**config.mk**
```make
export PLATFORM = sky130hd
export DESIGN_NAME = bus_mode_sense_qualifier
export DESIGN_NICKNAME = d
export VERILOG_FILES = /design/src/pkg/mode_sense_pkg.sv /design/src/design/bus_mode_sense_qualifier.sv
export VERILOG_INCLUDE_DIRS = /design/src /design/src/pkg
export SDC_FILE = /design/constraint.sdc
export NUM_CORES = 1
export LEC_CHECK = 0
export ABC_AREA = 1
export ABC_CLOCK_PERIOD_IN_PS = 3500
export BUFFER_PORTS_ARGS = -buffer_cell sky130_fd_sc_hd__buf_2
export CORE_MARGIN = 3
export CORE_UTILIZATION = 40
export CTS_BUF_LIST = sky130_fd_sc_hd__clkbuf_16
export DETAILED_ROUTE_END_ITERATION = 7
export HOLD_SLACK_MARGIN = 0.08
export PLACE_DENSITY = 0.67
export SLEW_MARGIN = 40
export SYNTH_ARGS = -nofsm -noshare
export SYNTH_HDL_FRONTEND = slang
export SYNTH_SLANG_ARGS = --single-unit
```
**constraint.sdc**
```tcl
create_clock -name clk -period 3.5 [get_ports clk]
set_input_delay 0.35 -clock clk [delete_from_list [all_inputs] [get_ports clk]]
set_output_delay 0.35 -clock clk [all_outputs]
set_load 0.02 [all_outputs]
```
**src/pkg/mode_sense_cfg.svh**
```systemverilog
// constants of the bus mode sense qualifier: timing, widths, reset values
`ifndef MODE_SENSE_CFG_SVH
`define MODE_SENSE_CFG_SVH

// clock rate in hertz (20 ns period)
`define MS_CLK_HZ        50000000
// qualification time in milliseconds, used for all three hold periods
`define MS_HOLD_MS       100
// qualification time in clock cycles, a least time rounded up
`define MS_QUAL_CYCLES   (((`MS_CLK_HZ / 1000) * `MS_HOLD_MS + 0) / 1)
// counter width, wide enough for the cycle count above
`define MS_CNT_W         23
// reset value of the qualification counter
`define MS_CNT_RST       23'h000000
// reset value of the comparator synchroniser stages
`define MS_CMP_RST       4'h0

`endif

```
**src/pkg/mode_sense_pkg.sv**
```systemverilog
// types shared by the bus mode sense qualifier
`include "mode_sense_cfg.svh"

package mode_sense_pkg;

  // bus transmission mode, as decoded or as qualified
  typedef enum logic [1:0] {
    MODE_SE,
    MODE_LVD,
    MODE_HVD,
    MODE_IND
  } mode_t;

  // power-on sequencing phase
  typedef enum logic [1:0] {
    PH_POWERUP,
    PH_SETTLE,
    PH_RUN
  } phase_t;

  // comparator results of the mode sense receiver, one bit per threshold
  typedef struct packed {
    logic hvd_lo;   // line at or above 2.4 V
    logic lvd_hi;   // line above 1.9 V
    logic lvd_lo;   // line at or above 0.7 V
    logic se_hi;    // line above 0.5 V
  } cmp_t;

  // qualified status handed to the rest of the device
  typedef struct packed {
    mode_t mode;     // qualified bus mode
    logic  valid;    // qualified mode is in force
    logic  drv_en;   // signal drivers may leave high impedance
    logic  gnd_en;   // ground drivers on
    logic  change;   // one-cycle pulse on a qualified mode change
  } status_t;

  typedef logic [`MS_CNT_W-1:0] cnt_t;

  // complete state of the qualifier
  typedef struct packed {
    cmp_t    s1;      // synchroniser stage one
    cmp_t    s2;      // synchroniser stage two
    cmp_t    s3;      // synchroniser stage three
    cmp_t    filt;    // accepted comparator levels
    phase_t  phase;   // power-on sequencing phase
    mode_t   cand;    // mode currently being timed
    cnt_t    cnt;     // cycles the candidate has held
    status_t out;     // registered outputs
  } state_t;

endpackage : mode_sense_pkg

```
**src/design/bus_mode_sense_qualifier.sv**
```systemverilog
// bus mode sense qualifier: decodes and time-qualifies the bus mode
module bus_mode_sense_qualifier
  import mode_sense_pkg::*;
#(
  parameter int unsigned QUAL_CYCLES = `MS_QUAL_CYCLES  // hold time in cycles
) (
  input  wire logic    clk,     // 50 MHz device clock
  input  wire logic    rst_n,   // asynchronous power-on reset, active low
  input  wire cmp_t    cmp_in,  // raw comparator results from the line
  output status_t      status   // qualified mode and driver enables
);

  // one count serves the power-on, settle and switch holds; a hold thus
  // lasts at least QUAL_CYCLES cycles, a cycle more when timing a new mode
  localparam cnt_t CNT_LAST = cnt_t'(QUAL_CYCLES - 1);  // final count

  state_t st_r;    // registered state
  state_t st_nxt;  // next state
  mode_t  dec;     // decoded mode of the accepted levels

  // map the four threshold bits onto a mode; odd patterns are indeterminate
  function automatic mode_t decode_mode(input cmp_t c);
    mode_t m;
    m = MODE_IND;
    unique case (c)
      4'b0000: m = MODE_SE;
      4'b0011: m = MODE_LVD;
      4'b1111: m = MODE_HVD;
      default: m = MODE_IND;
    endcase
    return m;
  endfunction : decode_mode

  // decode from the filtered levels only, never from a raw stage
  always_comb begin
    dec = decode_mode(st_r.filt);
  end

  // next-state logic: synchroniser, sequencing, qualification, outputs
  always_comb begin
    st_nxt = st_r;
    st_nxt.out.change = 1'b0;
    // three-stage synchroniser; stage one feeds only stage two
    st_nxt.s1 = cmp_in;
    st_nxt.s2 = st_r.s1;
    st_nxt.s3 = st_r.s2;
    // a bit is accepted once stages two and three agree
    for (int i = 0; i < 4; i++) begin
      if (st_r.s2[i] == st_r.s3[i]) begin
        st_nxt.filt[i] = st_r.s3[i];
      end
    end
    unique case (st_r.phase)
      PH_POWERUP: begin
        if (st_r.cnt == CNT_LAST) begin
          st_nxt.phase = PH_SETTLE;
          st_nxt.cnt   = '0;
          st_nxt.cand  = dec;
        end else begin
          st_nxt.cnt = st_r.cnt + cnt_t'(1);
        end
      end
      PH_SETTLE, PH_RUN: begin
        // restart timing on any change or indeterminate level
        if (dec == MODE_IND || dec != st_r.cand) begin
          st_nxt.cand = dec;
          st_nxt.cnt  = '0;
        end else if (st_r.cnt != CNT_LAST) begin
          st_nxt.cnt = st_r.cnt + cnt_t'(1);
        end else if (st_r.phase == PH_SETTLE) begin
          st_nxt.phase     = PH_RUN;
          st_nxt.out.mode  = st_r.cand;
          st_nxt.out.valid = 1'b1;
        end else if (st_r.cand != st_r.out.mode) begin
          // new mode held long enough: adopt it
          st_nxt.out.mode   = st_r.cand;
          st_nxt.out.change = 1'b1;
        end
      end
      default: begin
        // an illegal phase code falls back to the power-on hold
        st_nxt.phase = PH_POWERUP;
        st_nxt.cnt   = '0;
      end
    endcase
    // signal drivers off before qualification and under HVD
    st_nxt.out.drv_en = (st_nxt.phase == PH_RUN) &&
                        (st_nxt.out.mode != MODE_HVD);
    // ground drivers follow a qualified single-ended bus
    st_nxt.out.gnd_en = (st_nxt.phase == PH_RUN) &&
                        (st_nxt.out.mode == MODE_SE);
  end

  // state register; outputs are fields of it
  always_ff @(posedge clk or negedge rst_n) begin
    if (!rst_n) begin
      st_r.s1     <= `MS_CMP_RST;
      st_r.s2     <= `MS_CMP_RST;
      st_r.s3     <= `MS_CMP_RST;
      st_r.filt   <= `MS_CMP_RST;
      st_r.phase  <= PH_POWERUP;
      st_r.cand   <= MODE_IND;
      st_r.cnt    <= `MS_CNT_RST;
      st_r.out    <= '{mode: MODE_IND, default: 1'b0};
    end else begin
      st_r <= st_nxt;
    end
  end

  // qualified mode reported to the device
  assign status = st_r.out;
endmodule : bus_mode_sense_qualifier

```
==> results of run 1 <==
-- registers in the layout (all words and copies together) (netlist names) --
| register | cells |
|---|---|
| st_nxt | 8 |
| status | 6 |
| st_r | 35 |
-- worst max-delay path: cells and delay by family (launching register included) --
family,cells,cell delay [ns]
buffers and inverters,2,0.30
AND/OR/NAND/NOR,9,0.88
flip-flops,1,0.43
adder cells (fa/ha/maj),1,0.21
-- power breakdown --
group / internal (mW) / total, mW / switching [mW]
registers: 0.578 / 0.585 / 0.00682
clock network: 0.274 / 0.497 / 0.223
logic: 0.0111 / 0.0366 / 0.0255
-- cell families (layout without fill, tap and decap cells) --
| group | Yosys count | in the layout | share of synthesized area |
|---|---|---|---|
| simple gates | 172 | 172 | 0.333 |
| buf+inv | 41 | 53 | 0.0736 |
| compound gates | 18 | 18 | 0.0377 |
| fa+ha+maj | 9 | 9 | 0.0382 |
| flops | 49 | 49 | 0.458 |
| xor+xnor | 18 | 18 | 0.0587 |
-- layout by cell type, fill, tap and decap left out, types with 2 or more instances in the layout --
cell type and instances:
inv_1 28, nor2_2 3, maj3_1 4, nor2_4 13
inv_6 2, nand3_2 2, clkbuf_16 5, buf_2 10
o21ai_0 10, ha_1 5, nand2_4 2, nand4_1 6
o21bai_1 2, dfrtp_1 45, inv_2 5, nor2_1 37
nand2_1 67, xor2_1 11, nand3_1 14, nand2_2 9
a21oi_1 4, xnor2_1 7, nor3_1 12, dfstp_2 4
-- layer usage --
metal | wire [um] | vias up | global-route usage
met2 | 2320 | 29 | 0.244
met4 | 87 | 0 | 0.0488
met1 | 2260 | 921 | 0.180
li1 | - | 981 | -
met5 | 0 | - | 0
met3 | 139 | 9 | 0.0329
-- layout make-up --
cell class	instances	area, um2
well taps	77	96.3
clock buffers	5	125
inverters	34	133
clock inverters	3	28.8
repair buffers	11	57.6
fillers	612	3490
multi-input cells	217	1260
flip-flops and latches	49	1230
-- stage by stage --
step | hold slack [ns] | area, um2 | utilization
2_1_floorplan | 0.0544 | 2690 | -
3_3_place_gp | 0.332 | 2770 | 0.432
3_5_place_dp | 0.338 | 2780 | 0.432
4_1_cts | 0.0990 | 2930 | 0.456
5_1_grt | 0.120 | 2930 | 0.456
6_report | 0.0611 | 2930 | 0.456
-- how the worst max path moves through the flow --
stage | from | to | depth (start not counted)
2_1_floorplan | st_r[6]$_DFFE_PN0P_ | st_r[18]$_DFFE_PN0P_ | 13
3_3_place_gp | st_r[6]$_DFFE_PN0P_ | st_r[8]$_DFFE_PN0P_ | 12
3_5_place_dp | st_r[6]$_DFFE_PN0P_ | st_r[8]$_DFFE_PN0P_ | 12
4_1_cts | st_r[6]$_DFFE_PN0P_ | st_r[8]$_DFFE_PN0P_ | 12
5_1_grt | st_r[6]$_DFFE_PN0P_ | st_r[8]$_DFFE_PN0P_ | 12
6_report | st_r[6]$_DFFE_PN0P_ | st_r[8]$_DFFE_PN0P_ | 12
==> reports/summary.txt, run 1 <==
YS warnings - 0
Row count - 29
Hold crit path type - in -> async
Period utilization - 0.554
PortBufs - 11
Number of routed nets with antenna violations - 0
Number of global-route vias before repair - 1,951
Wire per inst - 12.1 um
Nature of the critical path endpoint - flop
RR Startpoint - st_r[6]$_DFFE_PN0P_
Worst path arrival time - 2.11 ns
Dominant cell type by area after synthesis - dfrtp_1
Core footprint - 6420 um2
Skew-Pair Late Insertion Delay - 0.29 ns
Outcome - complete, no violations
Worst setup slack after placement - 1.56 ns
DR DRC count - 0
Setup-failing EPs final - 0
Clk slew on worst S/H paths - 0.07 ns
Number of flops mapped to enable cells by yosys - 0
Worst path cell trace - ha_1 -> nand2_1 -> inv_1 -> nand2_1 -> nor2_1 -> nand3_1 -> nand2_1 -> nand2_1 -> nand2_2 -> nand2_4 -> inv_6 -> nor2_1
Total number of vias - 1,940
Final layout net count - 329
First-pass GRT wire length - 8830 um
Startpoint types - flop
Fmax - 0.516 GHz
Cells after synthesis - 307
Die X-Extent - 88.0 um
Postcts setup bufs - 0
H-Tree Depth - 2
Synth Area per Inst - 8.75 um2
Syn nets - 318
Critical Path RT - 3.67 ns
Area grow syn2layout - 9.04%
Hold Violations, Final - 0
Total power - 1.12 mW
Yosys top cell area share - 0.419
CTS tree - done
Worst Path Max Fanout - 18
Critical Path Most Common Cell - nand2_1
Post-DP HPWL - 3620 um
GRT overflow - 0
R2r setup slk - 1.56 ns
Total GRT Usage - 0.144
# IOs - 12
Tightest Pin Transition - 0.599 ns
Min Tclk post-route - 1.94 ns
Synth unique cells - 33
Peak supply drop - 0.211 mV
R2r worst-path depth - 12
Die area - 7740 um2
Routed WL - 4800 um
Reg2reg end - st_r[8]$_DFFE_PN0P_
Clock tree buffer depth - 2
Total negative slack - 0 ns
Synth top area cells - dfrtp_1 (42%), nand2_1 (9.4%), nor2_4 (5.4%)
Unrepaired setup endpoints after global routing - false
Worst setup margin - 1.56 ns
Layout Cells excl Fill - 396
WS Path Type - reg -> reg
Max-slew headroom - 0.601
CP max stage cell - dfrtp_1
PostCTS Resize Cnt - 0
RePlAce Congestion - 0.865
DIE HEIGHT - 88.0 um
Clk_skew - 0.00659 ns
Largest net degree at the start of global routing - 50
Initial drt markers - 89
Share of cells above drive strength 1 - 0.197
Share of flip-flops with an asynchronous set or reset - 1.00
Commonest cells post-synth - nand2_1 (67), dfrtp_1 (45), nor2_1 (37)
First-pass DRT Iterations - 4
Max-slew violations - 0
Post-DR vias/cell - 4.90
Initial Util - 0.418
Register area share after synthesis - 0.458
Max Cap Viol - 0
CTS Root Cell - clkbuf_16
Pleak - 1.33 nW
Top-count cell post-synth - nand2_1
Clock Sinks - 49
Post-synthesis register bit count - 49
CTS buffer count - 5
Ant diodes - 0
Dominant synthesized flop cell - dfrtp_1
Post-Syn Area - 2690 um2
Crit-path max cell delay - 0.43 ns
Cell Pwr Density - 382 nW/um2
Initial antenna violation count - 0
Dpl cells - 388
Hold-fix buffers, CTS - 0
Note: power is estimated with default switching activity, not from simulation.
==> run 2, diff against run 1 <==
Settings changed: ABC_CLOCK_PERIOD_IN_PS 3500 to 1900.
Clock period 3.5 ns to 1.9 ns, I/O delays scaled along.
==> run 2 against run 1 <==
  * Flip-flop and latch count did not move
  * Setup slack got worse by 1.4 ns
  * Register-to-register slack got worse by 1.4 ns
  * Maximum frequency rose by 11%
  * Combinational power rose by 110%
  * Critical path type unchanged
  * Critical endpoint is now st_r[9]$_DFFE_PN0P_
  * Largest power group unchanged
==> reports/summary.txt, run 2 (synthesized netlist as in run 1, its figures left out) <==
Tightest Pin Transition - 0.544 ns (was 0.599 ns)
Max reg flops - 35 (unchanged)
Startpoint types - flop (unchanged)
Worst path cell trace - inv_1 -> nand3_1 -> nand2_1 -> inv_2 -> nand4_1 -> buf_4 -> nor2_2 -> buf_4 -> nor2_1 -> nand2_1 -> nand2_1 -> nor2_1 (was ha_1 -> nand2_1 -> inv_1 -> nand2_1 -> nor2_1 -> nand3_1 -> nand2_1 -> nand2_1 -> nand2_2 -> nand2_4 -> inv_6 -> nor2_1)
Cell Pwr Density - 661 nW/um2 (was 382 nW/um2)
Critical Path RT - 2.12 ns (was 3.67 ns)
Row count - 29 (unchanged)
Routed length on met2 - 2300 um (was 2320 um)
Die area - 7740 um2 (unchanged)
Max layer used - met4 (unchanged)
# IOs - 12 (unchanged)
Final layout net count - 348 (was 329)
Initial Util - 0.418 (unchanged)
CTS tree - done (unchanged)
Initial drt markers - 124 (was 89)
Clk_skew - 0.00789 ns (was 0.00659 ns)
Setup-failing EPs final - 0 (unchanged)
Share of cells above drive strength 1 - 0.246 (was 0.197)
GRT overflow - 0 (unchanged)
WS Path Type - reg -> reg (unchanged)
Crit-path max cell delay - 0.59 ns (was 0.43 ns)
Max-slew violations - 0 (unchanged)
Total negative slack - 0 ns (unchanged)
CP max stage cell - dfstp_2 (was dfrtp_1)
Clock Sinks - 49 (unchanged)
Max Cap Viol - 0 (unchanged)
Nature of the critical path endpoint - flop (unchanged)
Total GRT Usage - 0.137 (was 0.144)
Most flops, register - st_r (unchanged)
Peak supply drop - 0.581 mV (was 0.211 mV)
Commonest cells after routing, fill and taps aside - nand2_1 (66), dfrtp_1 (45), nor2_1 (35) (was nand2_1 (67), dfrtp_1 (45), nor2_1 (37))
Outcome - complete, no violations (unchanged)
H-Tree Depth - 2 (unchanged)
Worst path arrival time - 1.97 ns (was 2.11 ns)
Unrepaired setup endpoints after global routing - false (unchanged)
WP buf/inv - 4 (was 2)
CTS Root Cell - clkbuf_16 (unchanged)
Largest net degree at the start of global routing - 27 (was 50)
Skew-Pair Late Insertion Delay - 0.29 ns (about the same)
Min Tclk post-route - 1.75 ns (was 1.94 ns)
Die X-Extent - 88.0 um (unchanged)
Met3 wire len - 153 um (was 139 um)
Number of global-route vias before repair - 1,912 (was 1,951)
Clock tree buffer depth - 2 (unchanged)
DIE HEIGHT - 88.0 um (unchanged)
First-pass DRT Iterations - 4 (unchanged)
Worst setup slack after placement - 0.0745 ns (was 1.56 ns)
Core footprint - 6420 um2 (unchanged)
CP top delay family - simple AND/OR/NAND/NOR gates (unchanged)
Total power - 2.07 mW (was 1.12 mW)
Dpl cells - 397 (was 388)
Placed Area - 2840 um2 (was 2780 um2)
Clk slew on worst S/H paths - 0.07 ns (about the same)
WL met1 - 2330 um (was 2260 um)
Hold crit path type - reg -> reg (was in -> async)
Fmax - 0.571 GHz (was 0.516 GHz)
Period utilization - 0.922 (was 0.554)
Number of routed nets with antenna violations - 0 (unchanged)
Routed WL - 4860 um (was 4800 um)
PortBufs - 11 (unchanged)
DR DRC count - 0 (unchanged)
Initial antenna violation count - 0 (unchanged)
Max-slew headroom - 0.637 (was 0.601)
Hold_ws - 0.349 ns (was 0.0611 ns)
Hold Violations, Final - 0 (unchanged)
Critical Path Most Common Cell - nand2_1 (unchanged)
Worst Path Max Fanout - 5 (was 18)
Area grow syn2layout - 16.6% (was 9.04%)
First-pass GRT wire length - 8270 um (was 8830 um)
Commonest non-fill, non-tap cell in the layout - nand2_1 (unchanged)
Total number of vias - 1,981 (was 1,940)
RePlAce Congestion - 0.877 (was 0.865)
Pleak - 1.43 nW (was 1.33 nW)
Layout Cells excl Fill - 415 (was 396)
Wire per inst - 11.7 um (was 12.1 um)
Ant diodes - 0 (unchanged)
CTS buffer count - 5 (unchanged)
Post-DP HPWL - 3600 um (was 3620 um)
Final Core Density - 0.488 (was 0.456)
Post-DR vias/cell - 4.77 (was 4.90)
Cell area after layout - 3130 um2 (was 2930 um2)
Worst setup margin - 0.149 ns (was 1.56 ns)
## run 2: timing repair
action                                 CTS  global route
gates resized for setup                  0            12
buffers inserted                         0             3
setup endpoints to repair                0            18
endpoints found under the hold margin   24             0
hold buffers                             5             0
## run 2: routing by layer
layer | GRT usage | up-vias
met5 | 0 | -
met4 | 0.0586 | 0
met3 | 0.0339 | 7
met2 | 0.217 | 24
met1 | 0.178 | 920
li1 | - | 1030
## run 2: cell type report
| cell class | count | area, um2 |
|---|---|---|
| clock buffer | 5 | 125 |
| clock inverter | 3 | 28.8 |
| fill | 585 | 3290 |
| inverter | 34 | 140 |
| multi-input combinational | 217 | 1290 |
| sequential | 49 | 1230 |
| tap | 77 | 96.3 |
| timing repair buffer | 28 | 195 |
| timing repair inverter | 2 | 25.0 |
## run 2: worst paths after layout
| check | from | end | slack [ns] | depth (start not counted) |
|---|---|---|---|---|
| hold reg to reg | st_nxt[43]$_DFF_PN0_ | st_nxt[39]$_DFF_PN0_ | 0.35 | 0 |
| setup / recovery | st_r[29]$_DFFE_PN1P_ | st_r[9]$_DFFE_PN0P_ | 0.15 | 12 |
| hold / removal | st_nxt[43]$_DFF_PN0_ | st_nxt[39]$_DFF_PN0_ | 0.35 | 0 |
| setup reg to reg | st_r[29]$_DFFE_PN1P_ | st_r[9]$_DFFE_PN0P_ | 0.15 | 12 |
| max in group asynchronous | rst_n | st_r[25]$_DFFE_PN0P_ | 0.89 | 3 |
| min in group asynchronous | rst_n | status[3]$_DFFE_PN0P_ | 0.41 | 2 |
## run 2: power breakdown
part | internal [mW] | switching (mW)
clock network | 0.504 | 0.411
registers | 1.06 | 0.0136
logic | 0.0300 | 0.0481
total | 1.60 | 0.473
## run 2: worst register-to-register path: cells and delay by family, from the launching register on
family                 cells  cell delay [ns]
AND/OR/NAND/NOR            8             0.63
flip-flops                 1             0.59
buffers and inverters      4             0.48
==> run 3, diff against run 2 <==
Settings changed: CORE_UTILIZATION 40 to 51, PLACE_DENSITY 0.67 to 0.79.
==> run 3 against run 2 <==
  * Flip-flop and latch count unchanged
  * Critical path depth unchanged
  * Clock power down 0.5%
  * Routed wire length up 5.3%
  * Critical path type unchanged
  * Via count up 4.7%
  * First-iteration DRC count up 47%
  * Maximum frequency down 2.9%
  * Sequential share of layout area down 0.13 points
  * Non-clock buffer count up 2
  * Clock skew down 0.0015 ns
  * Combinational power up 8.2%
  * Utilization up 15 points
==> reports/summary.txt, run 3 (synthesized netlist as in run 1, its figures left out) <==
Outcome - complete, no violations (unchanged)
Worst Path Max Fanout - 5 (unchanged)
Peak supply drop - 0.548 mV (was 0.581 mV)
Hold Violations, Final - 0 (unchanged)
Skew-Pair Late Insertion Delay - 0.29 ns (about the same)
Register Area - 1230 um2 (unchanged)
H-Tree Depth - 2 (unchanged)
Largest net degree at the start of global routing - 50 (was 27)
Unrepaired setup endpoints after global routing - true (was false)
Die X-Extent - 78.6 um (was 88.0 um)
R2r worst-path depth - 12 (unchanged)
Fmax - 0.554 GHz (was 0.571 GHz)
Final Core Density - 0.640 (was 0.488)
Number of global-route vias before repair - 1,988 (was 1,912)
Cell Pwr Density - 659 nW/um2 (was 661 nW/um2)
Initial drt markers - 182 (was 124)
Commonest non-fill, non-tap cell in the layout - nand2_1 (unchanged)
# IOs - 12 (unchanged)
Ant diodes - 0 (unchanged)
Critical Path RT - 2.13 ns (was 2.12 ns)
Clock Sinks - 49 (unchanged)
Post-DR vias/cell - 5.10 (was 4.77)
Most flops, register - st_r (unchanged)
CTS buffer count - 5 (unchanged)
Net Sw Frac - 0.228 (about the same)
DIE HEIGHT - 78.6 um (was 88.0 um)
Period utilization - 0.949 (was 0.922)
Pint - 1.60 mW (about the same)
Initial Util - 0.547 (was 0.418)
Worst path arrival time - 2.03 ns (was 1.97 ns)
Layout Cells excl Fill - 407 (was 415)
Clk slew on worst S/H paths - 0.07 ns (about the same)
Worst path cell trace - inv_1 -> nand3_1 -> nand2_1 -> inv_2 -> nand4_1 -> buf_4 -> nor2_2 -> buf_4 -> nor2_1 -> nand2_1 -> nand2_1 -> nor2_1 (unchanged)
Routed WL - 5120 um (was 4860 um)
Core footprint - 4910 um2 (was 6420 um2)
WS Path Type - reg -> reg (unchanged)
CTS Root Cell - clkbuf_16 (unchanged)
GRT overflow - 0 (unchanged)
Commonest cells after routing, fill and taps aside - nand2_1 (65), dfrtp_1 (45), nor2_1 (36) (was nand2_1 (66), dfrtp_1 (45), nor2_1 (35))
R2r setup slk - 0.1 ns (was 0.15 ns)
PortBufs - 11 (unchanged)
Share of cells above drive strength 1 - 0.247 (was 0.246)
Register share of total power - 0.520 (about the same)
Die area - 6170 um2 (was 7740 um2)
Max-slew violations - 0 (unchanged)
Area grow syn2layout - 17.0% (was 16.6%)
Hold path depth - 0 (unchanged)
DR DRC count - 0 (unchanged)
Total number of vias - 2,074 (was 1,981)
Max-slew headroom - 0.773 (was 0.637)
Initial antenna violation count - 0 (unchanged)
Min Tclk post-route - 1.80 ns (was 1.75 ns)
Placed Area - 2830 um2 (was 2840 um2)
Tightest Pin Transition - 0.336 ns (was 0.544 ns)
Fillcell total - 389 (was 585)
Psw - 0.472 mW (was 0.473 mW)
Wire per inst - 12.6 um (was 11.7 um)
Post-DP HPWL - 3530 um (was 3600 um)
Dpl cells - 386 (was 397)
Startpoint types - flop (unchanged)
Clk_skew - 0.00642 ns (was 0.00789 ns)
Area of the multi-input gates - 1290 um2 (about the same)
Critical Path Most Common Cell - nand2_1 (unchanged)
Clock tree buffer depth - 2 (unchanged)
First-pass GRT wire length - 8890 um (was 8270 um)
Nature of the critical path endpoint - flop (unchanged)
Final layout net count - 350 (was 348)
Pleak - 1.45 nW (was 1.43 nW)
RR Startpoint - st_r[29]$_DFFE_PN1P_ (unchanged)
Max reg flops - 35 (unchanged)
Setup-failing EPs final - 0 (unchanged)
Combinational power share - 0.041 (was 0.038)
Row count - 25 (was 29)
RePlAce Congestion - 0.873 (was 0.877)
Min-Delay Endpoint - st_nxt[39]$_DFF_PN0_ (unchanged)
Reg2reg end - st_r[9]$_DFFE_PN0P_ (unchanged)
Worst Min Path Start - st_nxt[43]$_DFF_PN0_ (unchanged)
First-pass DRT Iterations - 4 (unchanged)
Clock Power Share - 0.439 (was 0.442)
Hold crit path type - reg -> reg (unchanged)
CP max stage cell - dfstp_2 (unchanged)
Number of routed nets with antenna violations - 0 (unchanged)
CTS tree - done (unchanged)
Cell area after layout - 3140 um2 (was 3130 um2)
Max Cap Viol - 0 (unchanged)
Total GRT Usage - 0.182 (was 0.137)
Crit-path max cell delay - 0.59 ns (about the same)
## run 3: worst max-delay path, delay by kind of cell, from the launching register on
family        cells  cell delay, ns
buf+inv           4            0.50
flops             1            0.59
simple gates      8            0.65
## run 3: area by class of cell
type,instances,area share
clock buffers,5,0.0398
clock inverters,3,0.00836
inverters,34,0.0446
multi-input cells,217,0.409
flip-flops and latches,49,0.392
well taps,67,0.0267
repair buffers,30,0.0709
repair inverters,2,0.00876
## run 3: timing repair
action	4_1_cts	5_1_grt
gates resized for setup	0	12
setup endpoints to repair	0	18
hold buffers	5	0
buffers inserted	0	6
endpoints found under the hold margin	49	0
## run 3: power groups by stage
stage / clock [mW] / sequential, mW / combinational, mW
finish: 0.910 / 1.08 / 0.0845
detailed placement: 0 / 1.10 / 0.0733
global route: 0.977 / 1.08 / 0.0966
floorplan: 0 / 1.09 / 0.0380
CTS: 0.930 / 1.08 / 0.0822
global placement: 0 / 1.10 / 0.0712
## run 3: routing by layer
layer,share of wire,wire (um),track usage,vias to the layer above
met2,0.49,2480,0.289,49
met5,0,0,0,-
met3,0.041,209,0.0401,8
met4,0.017,85,0.0734,0
met1,0.46,2340,0.240,989
li1,-,-,-,1028
## run 3: worst max-delay path by stage
| stage | startpoint | to | slack, ns | cells after the start |
|---|---|---|---|---|
| after global placement | st_r[7]$_DFFE_PN0P_ | st_r[9]$_DFFE_PN0P_ | 0.15 | 12 |
| after CTS | st_r[7]$_DFFE_PN0P_ | st_r[25]$_DFFE_PN0P_ | 0.05 | 12 |
| after floorplan | st_r[6]$_DFFE_PN0P_ | st_r[18]$_DFFE_PN0P_ | 0.22 | 13 |
| final | st_r[29]$_DFFE_PN1P_ | st_r[9]$_DFFE_PN0P_ | 0.1 | 12 |
| after detailed placement | st_r[7]$_DFFE_PN0P_ | st_r[6]$_DFFE_PN0P_ | 0.06 | 12 |
| after global routing | st_r[7]$_DFFE_PN0P_ | st_r[20]$_DFFE_PN0P_ | -0.05 | 11 |
## run 3: stage by stage
stage	total power [mW]	TNS, ns	hold slack, ns	setup WS, ns
after floorplan	1.13	0	-0.106	0.223
after global placement	1.17	0	0.190	0.147
after detailed placement	1.17	0	0.193	0.0631
after CTS	2.09	0	0.351	0.0470
after global routing	2.16	-0.220	0.370	-0.0458
final	2.07	0	0.348	0.0963
